<file path="config.mk">
export PLATFORM = sky130hd
export DESIGN_NAME = cct_timer_top
export DESIGN_NICKNAME = d
export VERILOG_FILES = /design/src/cct_pkg.sv /design/src/cct_timer_top.sv /design/src/cct_prescaler.sv /design/src/cct_edge_sampler.sv
export VERILOG_INCLUDE_DIRS = /design/src /design/src/src
export SDC_FILE = /design/constraint.sdc
export NUM_CORES = 1
export LEC_CHECK = 0
export ABC_AREA = 1
export BUFFER_PORTS_ARGS = -buffer_cell sky130_fd_sc_hd__buf_2
export CELL_PAD_IN_SITES_DETAIL_PLACEMENT = 1
export CELL_PAD_IN_SITES_GLOBAL_PLACEMENT = 1
export CORE_ASPECT_RATIO = 0.8
export CORE_MARGIN = 1
export CORE_UTILIZATION = 49
export DETAILED_ROUTE_END_ITERATION = 10
export PLACE_DENSITY_LB_ADDON = 0.1
export SYNTH_ARGS = -nofsm -noshare
export SYNTH_HDL_FRONTEND = slang
export SYNTH_HIERARCHICAL = 1
export SYNTH_SLANG_ARGS = --single-unit
</file>
<file path="constraint.sdc">
create_clock -name clock_in -period 26.7 [get_ports clock_in]
set_input_delay 1.335 -clock clock_in [delete_from_list [all_inputs] [get_ports clock_in]]
set_output_delay 1.335 -clock clock_in [all_outputs]
set_load 0.01 [all_outputs]
</file>
<file path="src/cct_defines.svh">
/*
 offsets, field positions, codes and reset values of the timer block.
 assumes byte addressing on a 32-bit register bus.
*/
`ifndef CCT_DEFINES_SVH
`define CCT_DEFINES_SVH
`define CCT_NCH 4
`define CCT_AW 8
// per-channel window and register offsets
`define CCT_CH_LSB 5
`define CCT_OFS_MODE 5'h00
`define CCT_OFS_CTRL 5'h04
`define CCT_OFS_PRESC 5'h08
`define CCT_OFS_OUTC 5'h0c
`define CCT_OFS_CMPA 5'h10
`define CCT_OFS_CMPB 5'h14
`define CCT_OFS_CNT 5'h18
// mode word bits
`define CCT_MODE_INV 2
`define CCT_MODE_OVF 3
// capture control bits
`define CCT_CTRL_CAPA 0
`define CCT_CTRL_CAPB 1
// output control bits
`define CCT_OUTC_OE 0
`define CCT_OUTC_OS 1
`define CCT_OUTC_TRIG 2
`define CCT_OUTC_SQ 3
// count clock and edge codes
`define CCT_CLK_DIV4 2'h0
`define CCT_CLK_DIV16 2'h1
`define CCT_CLK_DIV64 2'h2
`define CCT_CLK_EXT 2'h3
`define CCT_EDGE_FALL 2'h0
`define CCT_EDGE_RISE 2'h1
`define CCT_EDGE_BOTH 2'h3
// counter values and bus response codes
`define CCT_CNT_RST 16'h0000
`define CCT_CNT_MAX 16'hffff
`define CCT_RESP_OK 2'h0
`define CCT_RESP_ERR 2'h2
`endif

</file>
<file path="src/cct_pkg.sv">
/*
 types shared by the timer block files.
 assumes the defines header is on the include path.
*/
`include "cct_defines.svh"
package cct_pkg;
    // run modes, stop first
    typedef enum logic [1:0] {
        RUN_STOP, RUN_EDGE_CLEAR, RUN_FREE, RUN_MATCH_CLEAR
    } run_mode_t;
    // filtered edge pulses
    typedef struct packed {logic rise; logic fall;} edge_evt_t;
    // edge filter state
    typedef struct packed {
        logic [1:0] smp;
        logic level;
        edge_evt_t evt;
    } edge_state_t;
    // prescaler state
    typedef struct packed {
        logic [5:0] div;
        logic t4; logic t16; logic t64;
    } presc_state_t;
    // one timer channel
    typedef struct packed {
        run_mode_t run_mode;
        logic inv_en; logic ovf; logic ovf_hold;
        logic cap_a_en; logic cap_b_en;
        logic [1:0] clk_sel; logic [1:0] es_a; logic [1:0] es_b;
        logic out_en; logic os_en; logic sq_en;
        logic [15:0] counter;
        logic [15:0] cmp_a; logic [15:0] cmp_b;
        logic pin; logic os_busy;
        logic pend_a; logic pend_b;
        logic irq_a; logic irq_b;
    } chan_t;
    // register bus slave state
    typedef struct packed {
        logic aw_got; logic [`CCT_AW-1:0] awaddr;
        logic w_got; logic [31:0] wdata; logic [3:0] wstrb;
        logic bvalid; logic [1:0] bresp;
        logic rvalid; logic [1:0] rresp; logic [31:0] rdata;
    } bus_t;
    typedef struct packed {bus_t bus; chan_t [`CCT_NCH-1:0] ch;} top_state_t;
endpackage : cct_pkg

</file>
<file path="src/cct_timer_top.sv">
/*
 four-channel 16-bit capture/compare timer with an AXI4-Lite slave.
 assumes synchronous capture pins and one 250 MHz clock.
*/
// Decided for this implementation: register access over AXI4-Lite and the register addresses.
// Function
// - first match may lag one count clock
// - capture during compare b read still happens
// - compare registers kept after stop
// - external trigger ignored during pulse
// - match clear at ffff sets overflow
// - overflow clear before 0001 is ignored
// - counter read never captures
// - stopped timer ignores capture inputs
// - one-shot only free-run or edge-clear
// - input a as clock breaks its capture
// - both edges on input a: no capture
// - capture then interrupt next count clock
// - compare-mode register never captures
// - edge sampling twice, fxx/4 or count clock
// - one-shot active low match, inactive high
`timescale 1ns/1ns
`include "cct_defines.svh"
module cct_timer_top (
    input wire logic clock_in,
    input wire logic rstn_in,
    input wire logic [`CCT_AW-1:0] s_axi_awaddr_in,
    input wire logic s_axi_awvalid_in,
    output logic s_axi_awready_out,
    input wire logic [31:0] s_axi_wdata_in,
    input wire logic [3:0] s_axi_wstrb_in,
    input wire logic s_axi_wvalid_in,
    output logic s_axi_wready_out,
    output logic [1:0] s_axi_bresp_out,
    output logic s_axi_bvalid_out,
    input wire logic s_axi_bready_in,
    input wire logic [`CCT_AW-1:0] s_axi_araddr_in,
    input wire logic s_axi_arvalid_in,
    output logic s_axi_arready_out,
    output logic [31:0] s_axi_rdata_out,
    output logic [1:0] s_axi_rresp_out,
    output logic s_axi_rvalid_out,
    input wire logic s_axi_rready_in,
    input wire logic [`CCT_NCH-1:0] capture_in_a_in,
    input wire logic [`CCT_NCH-1:0] capture_in_b_in,
    output logic [`CCT_NCH-1:0] timer_output_pin_out,
    output logic [`CCT_NCH-1:0] match_a_irq_out,
    output logic [`CCT_NCH-1:0] match_b_irq_out
);
    logic [1:0] rst_sync; // reset release chain
    logic rst_n; // synchronised reset
    cct_pkg::top_state_t st, next_st; // whole state
    logic t4, t16, t64; // prescaler ticks
    logic [`CCT_NCH-1:0] ptick; // prescaled count tick
    logic [`CCT_NCH-1:0] run; // channel running
    logic [`CCT_NCH-1:0] smp_a; // input a sample strobe
    cct_pkg::edge_evt_t [`CCT_NCH-1:0] evt_a; // filtered input a
    cct_pkg::edge_evt_t [`CCT_NCH-1:0] evt_b; // filtered input b

    // valid edge per edge-select code
    function automatic logic edge_hit(
        input logic [1:0] es, input cct_pkg::edge_evt_t e);
        case (es)
            `CCT_EDGE_FALL: edge_hit = e.fall;
            `CCT_EDGE_RISE: edge_hit = e.rise;
            `CCT_EDGE_BOTH: edge_hit = e.rise | e.fall;
            default: edge_hit = 1'h0;
        endcase
    endfunction : edge_hit

    // mapped word address check
    function automatic logic addr_ok(input logic [`CCT_AW-1:0] a);
        addr_ok = (a[1:0] == 2'h0) && (a[4:0] <= `CCT_OFS_CNT);
    endfunction : addr_ok

    // register image of one channel word
    function automatic logic [31:0] reg_image(
        input cct_pkg::chan_t c, input logic [4:0] off);
        reg_image = 32'h0;
        case (off)
            `CCT_OFS_MODE: reg_image[3:0] = {c.ovf, c.inv_en, c.run_mode};
            `CCT_OFS_CTRL: reg_image[1:0] = {c.cap_b_en, c.cap_a_en};
            `CCT_OFS_PRESC: reg_image[5:0] = {c.es_b, c.es_a, c.clk_sel};
            // trigger bit always reads zero
            `CCT_OFS_OUTC: reg_image[3:0] = {c.sq_en, 1'h0, c.os_en, c.out_en};
            `CCT_OFS_CMPA: reg_image[15:0] = c.cmp_a;
            // a racing capture makes this value stale
            `CCT_OFS_CMPB: reg_image[15:0] = c.cmp_b;
            // plain read, no capture side effect
            `CCT_OFS_CNT: reg_image[15:0] = c.counter;
            default: reg_image = 32'h0;
        endcase
    endfunction : reg_image

    // byte-lane merge of a write
    function automatic logic [31:0] merge(
        input logic [31:0] old, input logic [31:0] wd, input logic [3:0] strb);
        merge = old;
        for (int b = 0; b < 4; b++) begin
            if (strb[b]) begin
                merge[8*b +: 8] = wd[8*b +: 8];
            end
        end
    endfunction : merge

    // reset release through two flops
    always_ff @(posedge clock_in or negedge rstn_in) begin
        if (!rstn_in) begin
            rst_sync <= 2'h0;
        end else begin
            rst_sync <= {rst_sync[0], 1'h1};
        end
    end
    assign rst_n = rst_sync[1];

    // shared prescaler
    cct_prescaler u_presc (
        .clock_in(clock_in),
        .rst_n_in(rst_n),
        .tick4_out(t4),
        .tick16_out(t16),
        .tick64_out(t64)
    );

    // one filter pair per channel
    for (genvar g = 0; g < `CCT_NCH; g++) begin : g_ch
        // run state gates inputs
        assign run[g] = st.ch[g].run_mode != cct_pkg::RUN_STOP;
        assign ptick[g] = (st.ch[g].clk_sel == `CCT_CLK_DIV4) ? t4 :
                          (st.ch[g].clk_sel == `CCT_CLK_DIV16) ? t16 :
                          (st.ch[g].clk_sel == `CCT_CLK_DIV64) ? t64 : 1'h0;
        // input a as count clock samples at fxx/4
        assign smp_a[g] = (st.ch[g].clk_sel == `CCT_CLK_EXT) ? t4 : ptick[g];
        cct_edge_sampler u_samp_a (
            .clock_in(clock_in),
            .rst_n_in(rst_n),
            .enable_in(run[g]),
            .sample_in(smp_a[g]),
            .pin_in(capture_in_a_in[g]),
            .evt_out(evt_a[g])
        );
        cct_edge_sampler u_samp_b (
            .clock_in(clock_in),
            .rst_n_in(rst_n),
            .enable_in(run[g]),
            .sample_in(smp_a[g]),
            .pin_in(capture_in_b_in[g]),
            .evt_out(evt_b[g])
        );
    end

    // bus slave and channel logic
    always_comb begin
        logic [3:0] trig;
        logic [4:0] off;
        logic [31:0] w;
        logic ea, eb, tick, osok, start;
        logic [15:0] lo, hi;
        cct_pkg::chan_t c;
        trig = 4'h0;
        off = 5'h0;
        w = 32'h0;
        ea = 1'h0;
        eb = 1'h0;
        tick = 1'h0;
        osok = 1'h0;
        start = 1'h0;
        lo = 16'h0;
        hi = 16'h0;
        c = '0;
        next_st = st;
        // response handshakes
        // response taken: free the address and data slots
        if (st.bus.bvalid && s_axi_bready_in) begin
            next_st.bus.bvalid = 1'h0;
            next_st.bus.aw_got = 1'h0;
            next_st.bus.w_got = 1'h0;
        end
        if (st.bus.rvalid && s_axi_rready_in) begin
            next_st.bus.rvalid = 1'h0;
        end
        // address and data taken in either order
        if (s_axi_awvalid_in && !st.bus.aw_got) begin
            next_st.bus.aw_got = 1'h1;
            next_st.bus.awaddr = s_axi_awaddr_in;
        end
        if (s_axi_wvalid_in && !st.bus.w_got) begin
            next_st.bus.w_got = 1'h1;
            next_st.bus.wdata = s_axi_wdata_in;
            next_st.bus.wstrb = s_axi_wstrb_in;
        end
        // read: answer next cycle
        if (s_axi_arvalid_in && !st.bus.rvalid) begin
            next_st.bus.rvalid = 1'h1;
            if (addr_ok(s_axi_araddr_in)) begin
                next_st.bus.rresp = `CCT_RESP_OK;
                next_st.bus.rdata = reg_image(
                    st.ch[s_axi_araddr_in[`CCT_AW-2:`CCT_CH_LSB]],
                    s_axi_araddr_in[4:0]);
            end else begin
                next_st.bus.rresp = `CCT_RESP_ERR;
                next_st.bus.rdata = 32'h0;
            end
        end
        // write once both halves are held
        if (st.bus.aw_got && st.bus.w_got && !st.bus.bvalid) begin
            next_st.bus.bvalid = 1'h1;
            next_st.bus.bresp = addr_ok(st.bus.awaddr) ? `CCT_RESP_OK : `CCT_RESP_ERR;
            if (addr_ok(st.bus.awaddr)) begin
                c = st.ch[st.bus.awaddr[`CCT_AW-2:`CCT_CH_LSB]];
                off = st.bus.awaddr[4:0];
                w = merge(reg_image(c, off), st.bus.wdata, st.bus.wstrb);
                case (off)
                    `CCT_OFS_MODE: begin
                        c.run_mode = cct_pkg::run_mode_t'(w[1:0]);
                        c.inv_en = w[`CCT_MODE_INV];
                        // zero clears, one leaves the flag
                        c.ovf = c.ovf & w[`CCT_MODE_OVF];
                    end
                    `CCT_OFS_CTRL: begin
                        c.cap_a_en = w[`CCT_CTRL_CAPA];
                        c.cap_b_en = w[`CCT_CTRL_CAPB];
                    end
                    // edge select taken as written; stop first is software's job
                    `CCT_OFS_PRESC: begin
                        c.clk_sel = w[1:0];
                        c.es_a = w[3:2];
                        c.es_b = w[5:4];
                    end
                    `CCT_OFS_OUTC: begin
                        c.out_en = w[`CCT_OUTC_OE];
                        c.os_en = w[`CCT_OUTC_OS];
                        c.sq_en = w[`CCT_OUTC_SQ];
                        trig[st.bus.awaddr[`CCT_AW-2:`CCT_CH_LSB]] = w[`CCT_OUTC_TRIG];
                    end
                    // accepted any time; stable compares are software's duty
                    `CCT_OFS_CMPA: c.cmp_a = w[15:0];
                    `CCT_OFS_CMPB: c.cmp_b = w[15:0];
                    default: c = c;
                endcase
                next_st.ch[st.bus.awaddr[`CCT_AW-2:`CCT_CH_LSB]] = c;
            end
        end
        // channel behaviour, after software so hardware sets win
        for (int i = 0; i < `CCT_NCH; i++) begin
            c = next_st.ch[i];
            c.irq_a = 1'h0;
            c.irq_b = 1'h0;
            ea = edge_hit(st.ch[i].es_a, evt_a[i]);
            eb = edge_hit(st.ch[i].es_b, evt_b[i]);
            // counting begins at the next tick, so first match may lag
            tick = (st.ch[i].clk_sel == `CCT_CLK_EXT) ? ea : ptick[i];
            lo = (c.cmp_a < c.cmp_b) ? c.cmp_a : c.cmp_b;
            hi = (c.cmp_a < c.cmp_b) ? c.cmp_b : c.cmp_a;
            if (st.ch[i].run_mode == cct_pkg::RUN_STOP) begin
                // stopped: clear counter, drop pulse and captures
                c.counter = `CCT_CNT_RST;
                c.os_busy = 1'h0;
                c.pend_a = 1'h0;
                c.pend_b = 1'h0;
                c.ovf_hold = 1'h0;
            end else begin
                // one-shot only where the counter overflows
                osok = c.os_en && (st.ch[i].run_mode == cct_pkg::RUN_FREE ||
                       st.ch[i].run_mode == cct_pkg::RUN_EDGE_CLEAR);
                // input a retrigger during a pulse is dropped; a software trigger restarts it
                start = osok && (trig[i] || (ea && !st.ch[i].os_busy));
                // pending capture interrupts fire one count clock later
                if (tick) begin
                    c.irq_a = st.ch[i].pend_a;
                    c.irq_b = st.ch[i].pend_b;
                    c.pend_a = 1'h0;
                    c.pend_b = 1'h0;
                end
                // counter advance
                if (tick) begin
                    if (st.ch[i].run_mode == cct_pkg::RUN_MATCH_CLEAR &&
                        st.ch[i].counter == c.cmp_a) begin
                        c.counter = `CCT_CNT_RST;
                        // clearing from ffff counts as overflow
                        if (c.cmp_a == `CCT_CNT_MAX) begin
                            c.ovf = 1'h1;
                        end
                    end else begin
                        c.counter = st.ch[i].counter + 16'h0001;
                        // hold lasts until the counter reaches 0001
                        c.ovf_hold = (st.ch[i].counter == `CCT_CNT_MAX);
                    end
                    // compare matches
                    if (!c.cap_a_en && st.ch[i].counter == c.cmp_a) begin
                        c.irq_a = 1'h1;
                        if (c.sq_en) begin
                            c.pin = ~c.pin;
                        end
                    end
                    if (!c.cap_b_en && st.ch[i].counter == c.cmp_b) begin
                        c.irq_b = 1'h1;
                    end
                    // pulse active at lower match, inactive at higher
                    if (st.ch[i].os_busy && st.ch[i].counter == lo) begin
                        c.pin = 1'h1;
                    end
                    if (st.ch[i].os_busy && st.ch[i].counter == hi) begin
                        c.pin = 1'h0;
                        c.os_busy = 1'h0;
                    end
                end
                // flag set again while hold stands
                c.ovf = c.ovf | c.ovf_hold;
                // clear on input a edge mode
                if (st.ch[i].run_mode == cct_pkg::RUN_EDGE_CLEAR && ea) begin
                    c.counter = `CCT_CNT_RST;
                end
                // output inversion on valid input a edge
                if (c.inv_en && ea) begin
                    c.pin = ~c.pin;
                end
                // capture b on input a: not with both edges, not as clock
                if (c.cap_b_en && ea && st.ch[i].es_a != `CCT_EDGE_BOTH &&
                    st.ch[i].clk_sel != `CCT_CLK_EXT) begin
                    c.cmp_b = st.ch[i].counter;
                    c.pend_b = 1'h1;
                end
                // capture a on input b
                if (c.cap_a_en && eb) begin
                    c.cmp_a = st.ch[i].counter;
                    c.pend_a = 1'h1;
                end
                // trigger clears and starts the counter
                if (start) begin
                    c.counter = `CCT_CNT_RST;
                    c.os_busy = 1'h1;
                    c.pin = 1'h0;
                end
            end
            // disabled output held low
            if (!c.out_en) begin
                c.pin = 1'h0;
            end
            next_st.ch[i] = c;
        end
    end

    // register whole state
    always_ff @(posedge clock_in or negedge rst_n) begin
        if (!rst_n) begin
            st <= '0;
        end else begin
            st <= next_st;
        end
    end

    // bus handshakes
    assign s_axi_awready_out = ~st.bus.aw_got;
    assign s_axi_wready_out = ~st.bus.w_got;
    assign s_axi_arready_out = ~st.bus.rvalid;
    assign s_axi_bvalid_out = st.bus.bvalid;
    assign s_axi_bresp_out = st.bus.bresp;
    assign s_axi_rvalid_out = st.bus.rvalid;
    assign s_axi_rdata_out = st.bus.rdata;
    assign s_axi_rresp_out = st.bus.rresp;

    // channel outputs from flops
    for (genvar o = 0; o < `CCT_NCH; o++) begin : g_out
        assign timer_output_pin_out[o] = st.ch[o].pin;
        assign match_a_irq_out[o] = st.ch[o].irq_a;
        assign match_b_irq_out[o] = st.ch[o].irq_b;
    end
endmodule : cct_timer_top

</file>
<file path="src/cct_prescaler.sv">
/*
 free divider giving one-cycle ticks at main clock /4, /16 and /64.
 assumes a synchronised active-low reset.
*/
`timescale 1ns/1ns
module cct_prescaler (
    input wire logic clock_in,
    input wire logic rst_n_in,
    output logic tick4_out,
    output logic tick16_out,
    output logic tick64_out
);
    cct_pkg::presc_state_t st, next_st; // divider state

    // count and flag terminal counts
    always_comb begin
        next_st = st;
        next_st.div = st.div + 6'h01;
        next_st.t4 = &st.div[1:0];
        next_st.t16 = &st.div[3:0];
        next_st.t64 = &st.div;
    end

    // register state
    always_ff @(posedge clock_in or negedge rst_n_in) begin
        if (!rst_n_in) begin
            st <= '0;
        end else begin
            st <= next_st;
        end
    end

    assign tick4_out = st.t4;
    assign tick16_out = st.t16;
    assign tick64_out = st.t64;
endmodule : cct_prescaler

</file>
<file path="src/cct_edge_sampler.sv">
/*
 edge filter: a level counts only after two equal samples.
 assumes a synchronous pin and a sample strobe from the owner.
*/
`timescale 1ns/1ns
module cct_edge_sampler (
    input wire logic clock_in,
    input wire logic rst_n_in,
    input wire logic enable_in,
    input wire logic sample_in,
    input wire logic pin_in,
    output cct_pkg::edge_evt_t evt_out
);
    cct_pkg::edge_state_t st, next_st; // filter state

    // sample, filter, detect
    always_comb begin
        next_st = st;
        next_st.evt = '0;
        if (!enable_in) begin
            // idle: track pin so start gives no false edge
            next_st.smp = {pin_in, pin_in};
            next_st.level = pin_in;
        end else if (sample_in) begin
            next_st.smp = {st.smp[0], pin_in};
            // two equal samples differing from held level
            if (st.smp[0] == pin_in && pin_in != st.level) begin
                next_st.level = pin_in;
                next_st.evt.rise = pin_in;
                next_st.evt.fall = ~pin_in;
            end
        end
    end

    // register state
    always_ff @(posedge clock_in or negedge rst_n_in) begin
        if (!rst_n_in) begin
            st <= '0;
        end else begin
            st <= next_st;
        end
    end

    assign evt_out = st.evt;
endmodule : cct_edge_sampler

</file>
# Word-level counts from Yosys, hierarchy flattened
# Cells that the tools add are included.
# totals
wordCells	718
regBits	407
inputBits	67
output_inout_bits	53
# op_classes
eq_ne	112
magnitude_cmp	9
bitwise	33
n_reduce_logical	174
n_addsub	5
muxes	254
# op_table
op	count
two-way mux 16 bit	44
two-way mux 278 bit	2
binary-select mux 70 bit (select 2 bit)	2
bitwise mux 280 bit	1
equality test 16 bit	16
two-way mux 70 bit	3
demux 70 bit (select 2 bit)	1
two-way mux 33 bit	4
equality test 16 bit (second input constant)	8
two-way mux 2 bit	52
two-way mux 1 bit	81
logical AND 1 bit	74
two-way mux 4 bit	18
adder 16 x 1 -> 16 bit (second input constant)	4
less-than comparator 16 bit	4
nonzero test 4 bit	16
case mux 10 bit (3 select lines)	2
equality test 2 bit (second input constant)	24
two-way mux 3 bit	16
AND reduction 2 bit	22
nonzero test 5 bit	8
two-way mux 37 bit	1
zero test 2 bit	18
two-way mux 35 bit	1
31 further kinds	165

# Logic depth before layout (Yosys ltp)
# Gate-level depths: netlist of run 1.
# depth
ltp_word	26
depth_mapped	38
ltp_nobuf	35

# Modules after synthesis
# The synthesis of run 1 kept the hierarchy.
# by_module_without_submodules
module	cells_per_inst	n_inst	area_each_um2	seq_area_each_um2
cct_timer_top	4152	1	26885.8	8232.9
cct_edge_sampler	24	8	190.2	100.1
cct_prescaler	27	1	325.3	225.2

# Worst setup path after synthesis of run 1
# Ideal clock, no wire load.
# synth_timing
path_kind	reg-to-reg
start	register st[356] in the netlist's numbering
end	register st (netlist bit timer_output_pin_out[1])
t_required_ns	26.622
setup_ns	0.078
path_slack_ns	22.002
arrival_time_ns	4.621
synth_period_minus_slack_ns	4.698
path_buffers	3
path_stages_with_launch	30
path_cell_list	dfrtp_1 -> nor2_2 -> nand2_1 -> nor2_2 -> buf_2 -> buf_2 -> nand2_1 -> nand3_1 -> nand2_1 -> nand2_1 -> inv_2 -> nand2_1 -> o21ai_1 -> o21ai_0 -> inv_2 -> ha_1 -> a21oi_1 -> nor2_1 -> a2111oi_0 -> clkbuf_1 -> nand3_1 -> nand3_1 -> nand2_1 -> nor2_1 -> nand2_1 -> nor2_1 -> nand2_1 -> nand3_1 -> nand3_1 -> a21oi_1
# synth_lines
item	line_no	rtl
start, declared	cct_timer_top.sv:52	cct_pkg::top_state_t st, next_st;
start signal, assigned	cct_timer_top.sv:349	st <= next_st;

==> flow_summary_export.csv, run 1 <==
group,metric,value,unit
cts,numCtsBuffers,42,
setup_path,worstPathRequired,27.15,ns
timing,fin_ws,18.97,ns
detailed_routing,drtIter0Drc,4120,
setup_path,rr_startpoint,"st[361]",
logic_synthesis,synth_seq_cells,370,
layout,fin_area,30600,µm²
detailed_routing,post_drt_wl_per_cell,27.6,µm
logic_synthesis,ys_seq_area_frac,0.322,
worst_hold_path,holdCritPathClass,"flip-flop to flip-flop",
power,p_seq_frac,0.240,
cts,cts_resized,0,
logic_synthesis,synth_area_leaders,"dfrtp_1 32%, nand2_1 17%, o21ai_0 6.2%",
setup_path,path_max_fanout,43,
logic_synthesis,synth_edf_count,0,
timing,hold_viol_final,0,
global_route,grt_usage,0.468,
global_route,grt_pass1_vias,31300,
power,netSwitchingFraction,0.555,
setup_path,cp.arrival,8.18,ns
outcome,outcome,"finished clean",
power,clockPowerShare,0.175,
layout,nets,4431,
layout,area_growth,6.36,%
setup_path,crit_path_end_kind,"flip-flop",
setup_path,worst-path-buf-inv,5,
placed_design,place_area,29200,µm²
placed_design,pre_cts_ws,19.55,ns
timing,worst_clock_skew,0.0173,ns
layout,n_antenna_cell,0,
placed_design,dpl.cell_count,5011,
cts,cts_tree,"done",
power,p_int,1.57,mW
power,switchingPower,1.96,mW
floorplanning,fp.dieH,219,µm
detailed_routing,avgViaCountPerCell,6.41,
timing,slew_headroom,0.0726,
timing,drv_slew,0,
timing,max_freq,129,MHz
floorplanning,dieArea,59600,µm²
timing,worst_pin_slew,1.38,ns
cts,cts_setup_buffers,0,
cts,cts-root-buf,"clkbuf_16",
logic_synthesis,async_reset_ff_frac,1.00,
layout,area.sequential,9260,µm²
floorplanning,core_region_area,57300,µm²
global_route,grt_max_degree,85,
global_route,grt_busiest_layer,"met2",
cts,cts.path.max_buffers,3,
power,cellLeakagePower,14.9,nW
layout,drive_above_1_share,0.0781,
layout,stdcell_count,5087,
setup_path,cpMaxStageDelayCell,"dfrtp_1",
detailed_routing,firstDrtPassIters,5,
timing,setup_tns,0,ns
logic_synthesis,postSynthAreaPerCell,6.57,µm²
detailed_routing,wl,140,mm
cts,ctsHoldBuffers,0,
worst_hold_path,hold_path.startpoint,"rst_sync[0]",
floorplanning,std_cell_rows,78,
power,finalPower,3.53,mW
logic_synthesis,synth_cell_types,64,
global_route,grt_use_met3,0.124,
logic_synthesis,synth-main-ff-cell,"dfrtp_1",
placed_design,dp_hpwl,107,mm
global_route,grt_pass1_wl,205,mm
detailed_routing,antenna_left,0,
power,combPwrFrac,0.584,
setup_path,critPathKind,"flip-flop to flip-flop",
setup_path,crit_family,"simple AND/OR/NAND/NOR gates",
power,peakVddDrop,75.6,µV
placed_design,port_buffers,81,
setup_path,cp-start-kind,"flip-flop",
logic_synthesis,synthCells,4371,
cts,clk_latency,0.61,ns
detailed_routing,vias,32600,
timing,setup_viol,0,
layout,multiInputGateArea,16400,µm²
detailed_routing,route.detailed.drc,0,
floorplanning,io_pins,120,
placed_design,gp_congestion,1.04,
logic_synthesis,syn_area,28700,µm²
global_route,antenna_found_initial,6,
layout,fillers,7745,
logic_synthesis,yosys.area.top_type_share,0.322,
logic_synthesis,synth_top_area_cell,"dfrtp_1",
timing,rsz0062_at_grt,"false",
floorplanning,start_util,0.502,
logic_synthesis,yosysWarnings,6,
timing,finalCritPeriodShare,0.290,
cts,path_clk_slew,0.06,ns
cts,htreeDepth,2,
setup_path,path_common_cell,"nand2_1",
setup_path,max_stage_delay,0.87,ns
power,power_density,116,nW/µm²
global_route,grt_overflow,0,
global_route,use_met1,0.625,
run,maxCapViolCount,0,
global_route,grtUsageMet2,0.680,
cts,cts_num_sinks,370,
setup_path,cp-startpoint,"st[361]",
timing,min_period,7.73,ns
floorplanning,die_w,273,µm
[cells in the final DEF, fill, tap and decap left out, types with 42 or more instances in the layout]
cell / n
ha_1: 69
nand2_1: 1332
o21ai_0: 354
o21ai_1: 45
a21oi_1: 198
nand4_1: 58
nand3_1: 346
inv_1: 423
xor2_1: 106
o22ai_1: 95
clkbuf_16: 42
nor2_1: 317
buf_2: 80
dfrtp_1: 369
buf_4: 54
[layer usage]
| metal | part of all wire | vias up | wire length, µm |
|---|---|---|---|
| met5 | 0.00020 | - | 28 |
| met4 | 0.066 | 4 | 9320 |
| met2 | 0.41 | 1942 | 58200 |
| met3 | 0.12 | 409 | 16400 |
| li1 | - | 14100 | - |
| met1 | 0.40 | 16100 | 56500 |
[worst paths after layout]
check                           slack, ns                     endpoint  cells after the start
worst max-delay path                18.97      timer_output_pin_out[3]                     30
min in group asynchronous            0.46  g_ch[2].u_samp_a/evt_out[0]                      0
worst min register to register       0.36                  rst_sync[1]                      0
max in group asynchronous           24.01           s_axi_rdata_out[0]                      2
worst max register to register      18.97      timer_output_pin_out[3]                     30
worst min-delay path                 0.36                  rst_sync[1]                      0
[flip-flops by register name (all words and copies together) (netlist names), 2 cells and up]
| register | count |
|---|---|
| st | 295 |
| u_presc/st | 6 |
| match_b_irq_out | 4 |
| rst_sync | 2 |
| g_ch.u_samp_b/st | 8 |
| s_axi_rdata_out | 16 |
| g_ch.u_samp_b/evt_out | 8 |
| g_ch.u_samp_a/st | 8 |
| match_a_irq_out | 4 |
| timer_output_pin_out | 4 |
| g_ch.u_samp_a/evt_out | 8 |
[power groups by stage]
stage / clock, mW / combinational (mW) / sequential, mW
2_1_floorplan: 0 / 1.27 / 0.784
3_3_place_gp: 0 / 1.90 / 0.842
3_5_place_dp: 0 / 1.95 / 0.846
4_1_cts: 0.616 / 1.97 / 0.839
5_1_grt: 0.634 / 2.18 / 0.855
6_report: 0.619 / 2.06 / 0.848
[final cells by class]
cell class                      count  share of cell area
Inverter                          471              0.0579
Tap cell                          760              0.0311
Clock buffer                       58              0.0393
Timing Repair Buffer              134              0.0264
Multi-Input combinational cell   3276               0.536
Sequential cell                   370               0.303
Clock inverter                     18             0.00635
[worst register-to-register path: cells and delay by family, from the launching register on]
kind / cells / cell delay [ns]
AND/OR/NAND/NOR: 18 / 3.23
AO/OA/AOI/OAI: 6 / 1.67
buffers and inverters: 5 / 1.44
flip-flops: 1 / 0.87
adder cells (fa/ha/maj): 1 / 0.37
[Yosys cell counts, types with 39 or more instances]
| library cell | n |
|---|---|
| nand2_1 | 1332 |
| inv_1 | 424 |
| dfrtp_1 | 370 |
| o21ai_0 | 354 |
| nand3_1 | 347 |
| nor2_1 | 320 |
| a21oi_1 | 198 |
| clkbuf_1 | 118 |
| xor2_1 | 106 |
| o22ai_1 | 95 |
| buf_4 | 77 |
| ha_1 | 69 |
| nand4_1 | 58 |
| buf_2 | 46 |
| o21ai_1 | 45 |
| nor3_1 | 39 |
[cells by family (layout without fill, tap and decap cells)]
group                      Yosys count  count (layout)  synth area share
other                                2              19          0.000261
AOI/OAI and AO/OA                  883             883             0.180
adders and majority gates           69              69            0.0300
and+or+nand+nor                   2179            2179             0.316
buffers and inverters              742             681             0.111
DFF                                370             370             0.322
xor gates and xnor gates           109             109            0.0332
muxes                               17              17           0.00666
[through the flow]
| stage | util | hold slack [ns] |
|---|---|---|
| floorplan | - | 0.331 |
| detailed placement | 0.509 | 0.351 |
| global placement | 0.509 | 0.339 |
| CTS | 0.533 | 0.370 |
| finish | 0.533 | 0.364 |
| global route | 0.533 | 0.383 |
(Power assumes the default switching activity.)
==> inputs of run 2 (changes only) <==
Settings changed: ABC_AREA 1 to 0, CORE_UTILIZATION 49 to 45.
Clock period 26.7 ns to 7 ns, I/O delays scaled along.
==> run 2 against run 1 <==
Against the previous run:
- synthesized cell count is 22% lower
- global-route usage is 0.93 points higher
- final area is 9.2% higher
- the run now ends with capacitance limit, slew limit left
- non-clock buffer count is 177 higher
- first-iteration DRC count is 3.4% higher
- wire length is 16% higher
- combinational power grew to 3.9 times the previous value
- sequential cell count stayed put
==> flow_summary_export.csv, run 2 <==
group,metric,value,unit
setup_path,rr_worst_depth,18,
logic_synthesis,synthCells,3399,
setup_path,cpMaxStageDelayCell,"and2_1",
placed_design,place_area,31400,µm²
cts,cts.path.max_buffers,3,
detailed_routing,firstDrtPassIters,6,
setup_path,crit_family,"compound AO/OA/AOI/OAI gates",
logic_synthesis,synthTopCellsByCount,"376 x nand2_1, 370 x dfrtp_1, 267 x o21ai_0, 259 x nor2_1, 223 x a21oi_1",
detailed_routing,drtIter0Drc,4262,
layout,area_growth,11.6,%
logic_synthesis,syn_area,29900,µm²
logic_synthesis,synth_most_common_cell,"nand2_1",
worst_hold_path,holdCritPathClass,"input port to flip-flop",
power,cellLeakagePower,14.6,nW
cts,cts_num_sinks,370,
detailed_routing,wl,163,mm
floorplanning,core_region_area,65700,µm²
setup_path,path_cells,"buf_4, mux4_2, o21ai_0, and2_1, a21o_1, inv_1, ha_1, nand4_1, nor3_1, o211ai_1, o211a_1, a32o_1, nor2_1, mux2_2, a211oi_1, nand4_1, a2111o_1, nand3_1",
setup_path,worstPathRequired,7.54,ns
detailed_routing,avgViaCountPerCell,7.13,
power,peakVddDrop,244,µV
outcome,violations,"capacitance limit, slew limit",
logic_synthesis,synth_cell_types,110,
setup_path,critPathKind,"flip-flop to flip-flop",
setup_path,path_max_fanout,20,
setup_path,cp.depth,18,
layout,mostFrequentLayoutCells,"376 x nand2_1, 367 x dfrtp_1, 267 x o21ai_0",
logic_synthesis,yosysWarnings,6,
logic_synthesis,postSynthAreaPerCell,8.80,µm²
layout,top_register,"st",
placed_design,port_buffers,81,
setup_path,crit_path_end_kind,"flip-flop",
floorplanning,fp.dieH,233,µm
timing,hold_viol_final,0,
logic_synthesis,ys_seq_area_frac,0.310,
logic_synthesis,synth_seq_cells,370,
layout,fin_area,33400,µm²
timing,setup_tns,0,ns
setup_path,cp-start-kind,"flip-flop",
global_route,grt_pass1_vias,30900,
placed_design,dp_hpwl,128,mm
logic_synthesis,synth_top_area_cell,"dfrtp_1",
placed_design,gp_congestion,1.08,
floorplanning,die_w,290,µm
layout,drive_above_1_share,0.182,
global_route,antenna_found_initial,18,
timing,drv_slew,5,
logic_synthesis,async_reset_ff_frac,1.00,
outcome,outcome,"finished, violations left",
run,maxCapViolCount,1,
detailed_routing,post_drt_wl_per_cell,37.3,µm
power,finalPower,14.3,mW
setup_path,path_common_cell,"nand4_1",
layout,final_common_cell,"nand2_1",
detailed_routing,antenna_left,0,
logic_synthesis,synth_area_leaders,"dfrtp_1 31%, mux4_2 9.3%, nand2_1 4.7%",
detailed_routing,vias,31200,
timing,slew_headroom,-0.0169,
detailed_routing,route.detailed.drc,0,
global_route,grt_max_degree,167,
cts,clk_latency,0.63,ns
timing,setup_viol,0,
global_route,grt_pass1_wl,229,mm
logic_synthesis,synth-main-ff-cell,"dfrtp_1",
logic_synthesis,synth_edf_count,0,
layout,nets,3608,
floorplanning,io_pins,120,
global_route,grt_usage,0.477,
power,power_density,428,nW/µm²
cts,numCtsBuffers,45,
global_route,grt_overflow,0,
setup_path,cp.arrival,7.46,ns
cts,path_clk_slew,0.07,ns
timing,finalCritPeriodShare,0.989,
cts,cts-root-buf,"clkbuf_16",
layout,largest_register_ffs,295,
timing,rsz0062_at_grt,"false",
setup_path,max_stage_delay,0.70,ns
cts,cts_tree,"done",
timing,min_period,6.92,ns
timing,worst_clock_skew,0.0305,ns
floorplanning,dieArea,67500,µm²
logic_synthesis,yosys.area.top_type_share,0.310,
worst_hold_path,holdPathStages,3,
floorplanning,std_cell_rows,84,
setup_path,worst-path-buf-inv,2,
floorplanning,start_util,0.455,
timing,worst_pin_slew,1.51,ns
cts,htreeDepth,2,
timing,max_freq,144,MHz
-- run 2: cell count changes after synthesis, sizes merged, moves of 89 or more --
cell	before	now
o21ai	405	293
mux2i	0	89
mux4	0	132
nand2	1350	384
xnor2	3	104
nand3	355	131
inv	459	134
-- run 2: final timing paths --
check                                start                 endpoint  slack [ns]
setup / recovery                   st[360]  timer_output_pin_out[3]        0.08
hold / removal             s_axi_wvalid_in                  st[354]        0.02
setup reg to reg                   st[360]  timer_output_pin_out[3]        0.08
hold reg to reg                rst_sync[0]              rst_sync[1]        0.36
max in group asynchronous      rst_sync[1]                  st[212]        4.79
min in group asynchronous          rstn_in              rst_sync[1]        0.07
-- run 2: cells by family after synthesis --
family | after synthesis | share of synthesized area
simple gates | 1193 | 0.199
compound gates | 899 | 0.194
buf+inv | 436 | 0.0708
flops | 370 | 0.310
mux | 277 | 0.153
xor+xnor | 148 | 0.0433
fa+ha+maj | 74 | 0.0306
other cells | 2 | 0.000251
-- run 2: what timing repair did --
item	in CTS	in global routing
hold endpoints to repair	39	0
gates resized for setup	0	0
hold buffers	32	0
setup buffers	0	0
-- run 2: metrics by stage --
stage                     utilization  cells  hold slack [ns]  setup slack [ns]
final                           0.508   4376           0.0231            0.0780
after global routing            0.508   4369           0.0397             0.154
after CTS                       0.508   4369          0.00815             0.494
after detailed placement        0.478   4253            0.148             0.530
after global placement          0.478   4253            0.135             0.482
after floorplan                     -   3416           0.0544             0.958
-- run 2: final cells by class --
cell class | instances | area, µm²
tap | 860 | 1080
antenna | 7 | 17.5
inverter | 134 | 503
sequential | 370 | 9270
fill | 7572 | 32300
clock buffer | 59 | 1300
clock inverter | 25 | 317
timing repair buffer | 311 | 2250
multi-input combinational | 2610 | 18600
-- run 2: worst register-to-register path, stage by stage, from the launching register on --
cell	delay [ns]
dfrtp_4	0.67
buf_4	0.38
mux4_2	0.67
o21ai_0	0.44
and2_1	0.70
a21o_1	0.33
inv_1	0.15
ha_1	0.34
nand4_1	0.13
nor3_1	0.53
o211ai_1	0.32
o211a_1	0.22
a32o_1	0.25
nor2_1	0.24
mux2_2	0.37
a211oi_1	0.21
nand4_1	0.30
a2111o_1	0.49
nand3_1	0.09
-- run 2: per-layer routing --
layer,GRT usage,share of wire
met1,0.640,0.40
met2,0.646,0.39
met3,0.233,0.17
met4,0.196,0.045
met5,0.0158,0.0015
-- run 2: report_power, final --
group          switching, mW  internal [mW]
Sequential              1.03           2.58
Clock                   1.11           1.48
Combinational           5.24           2.84
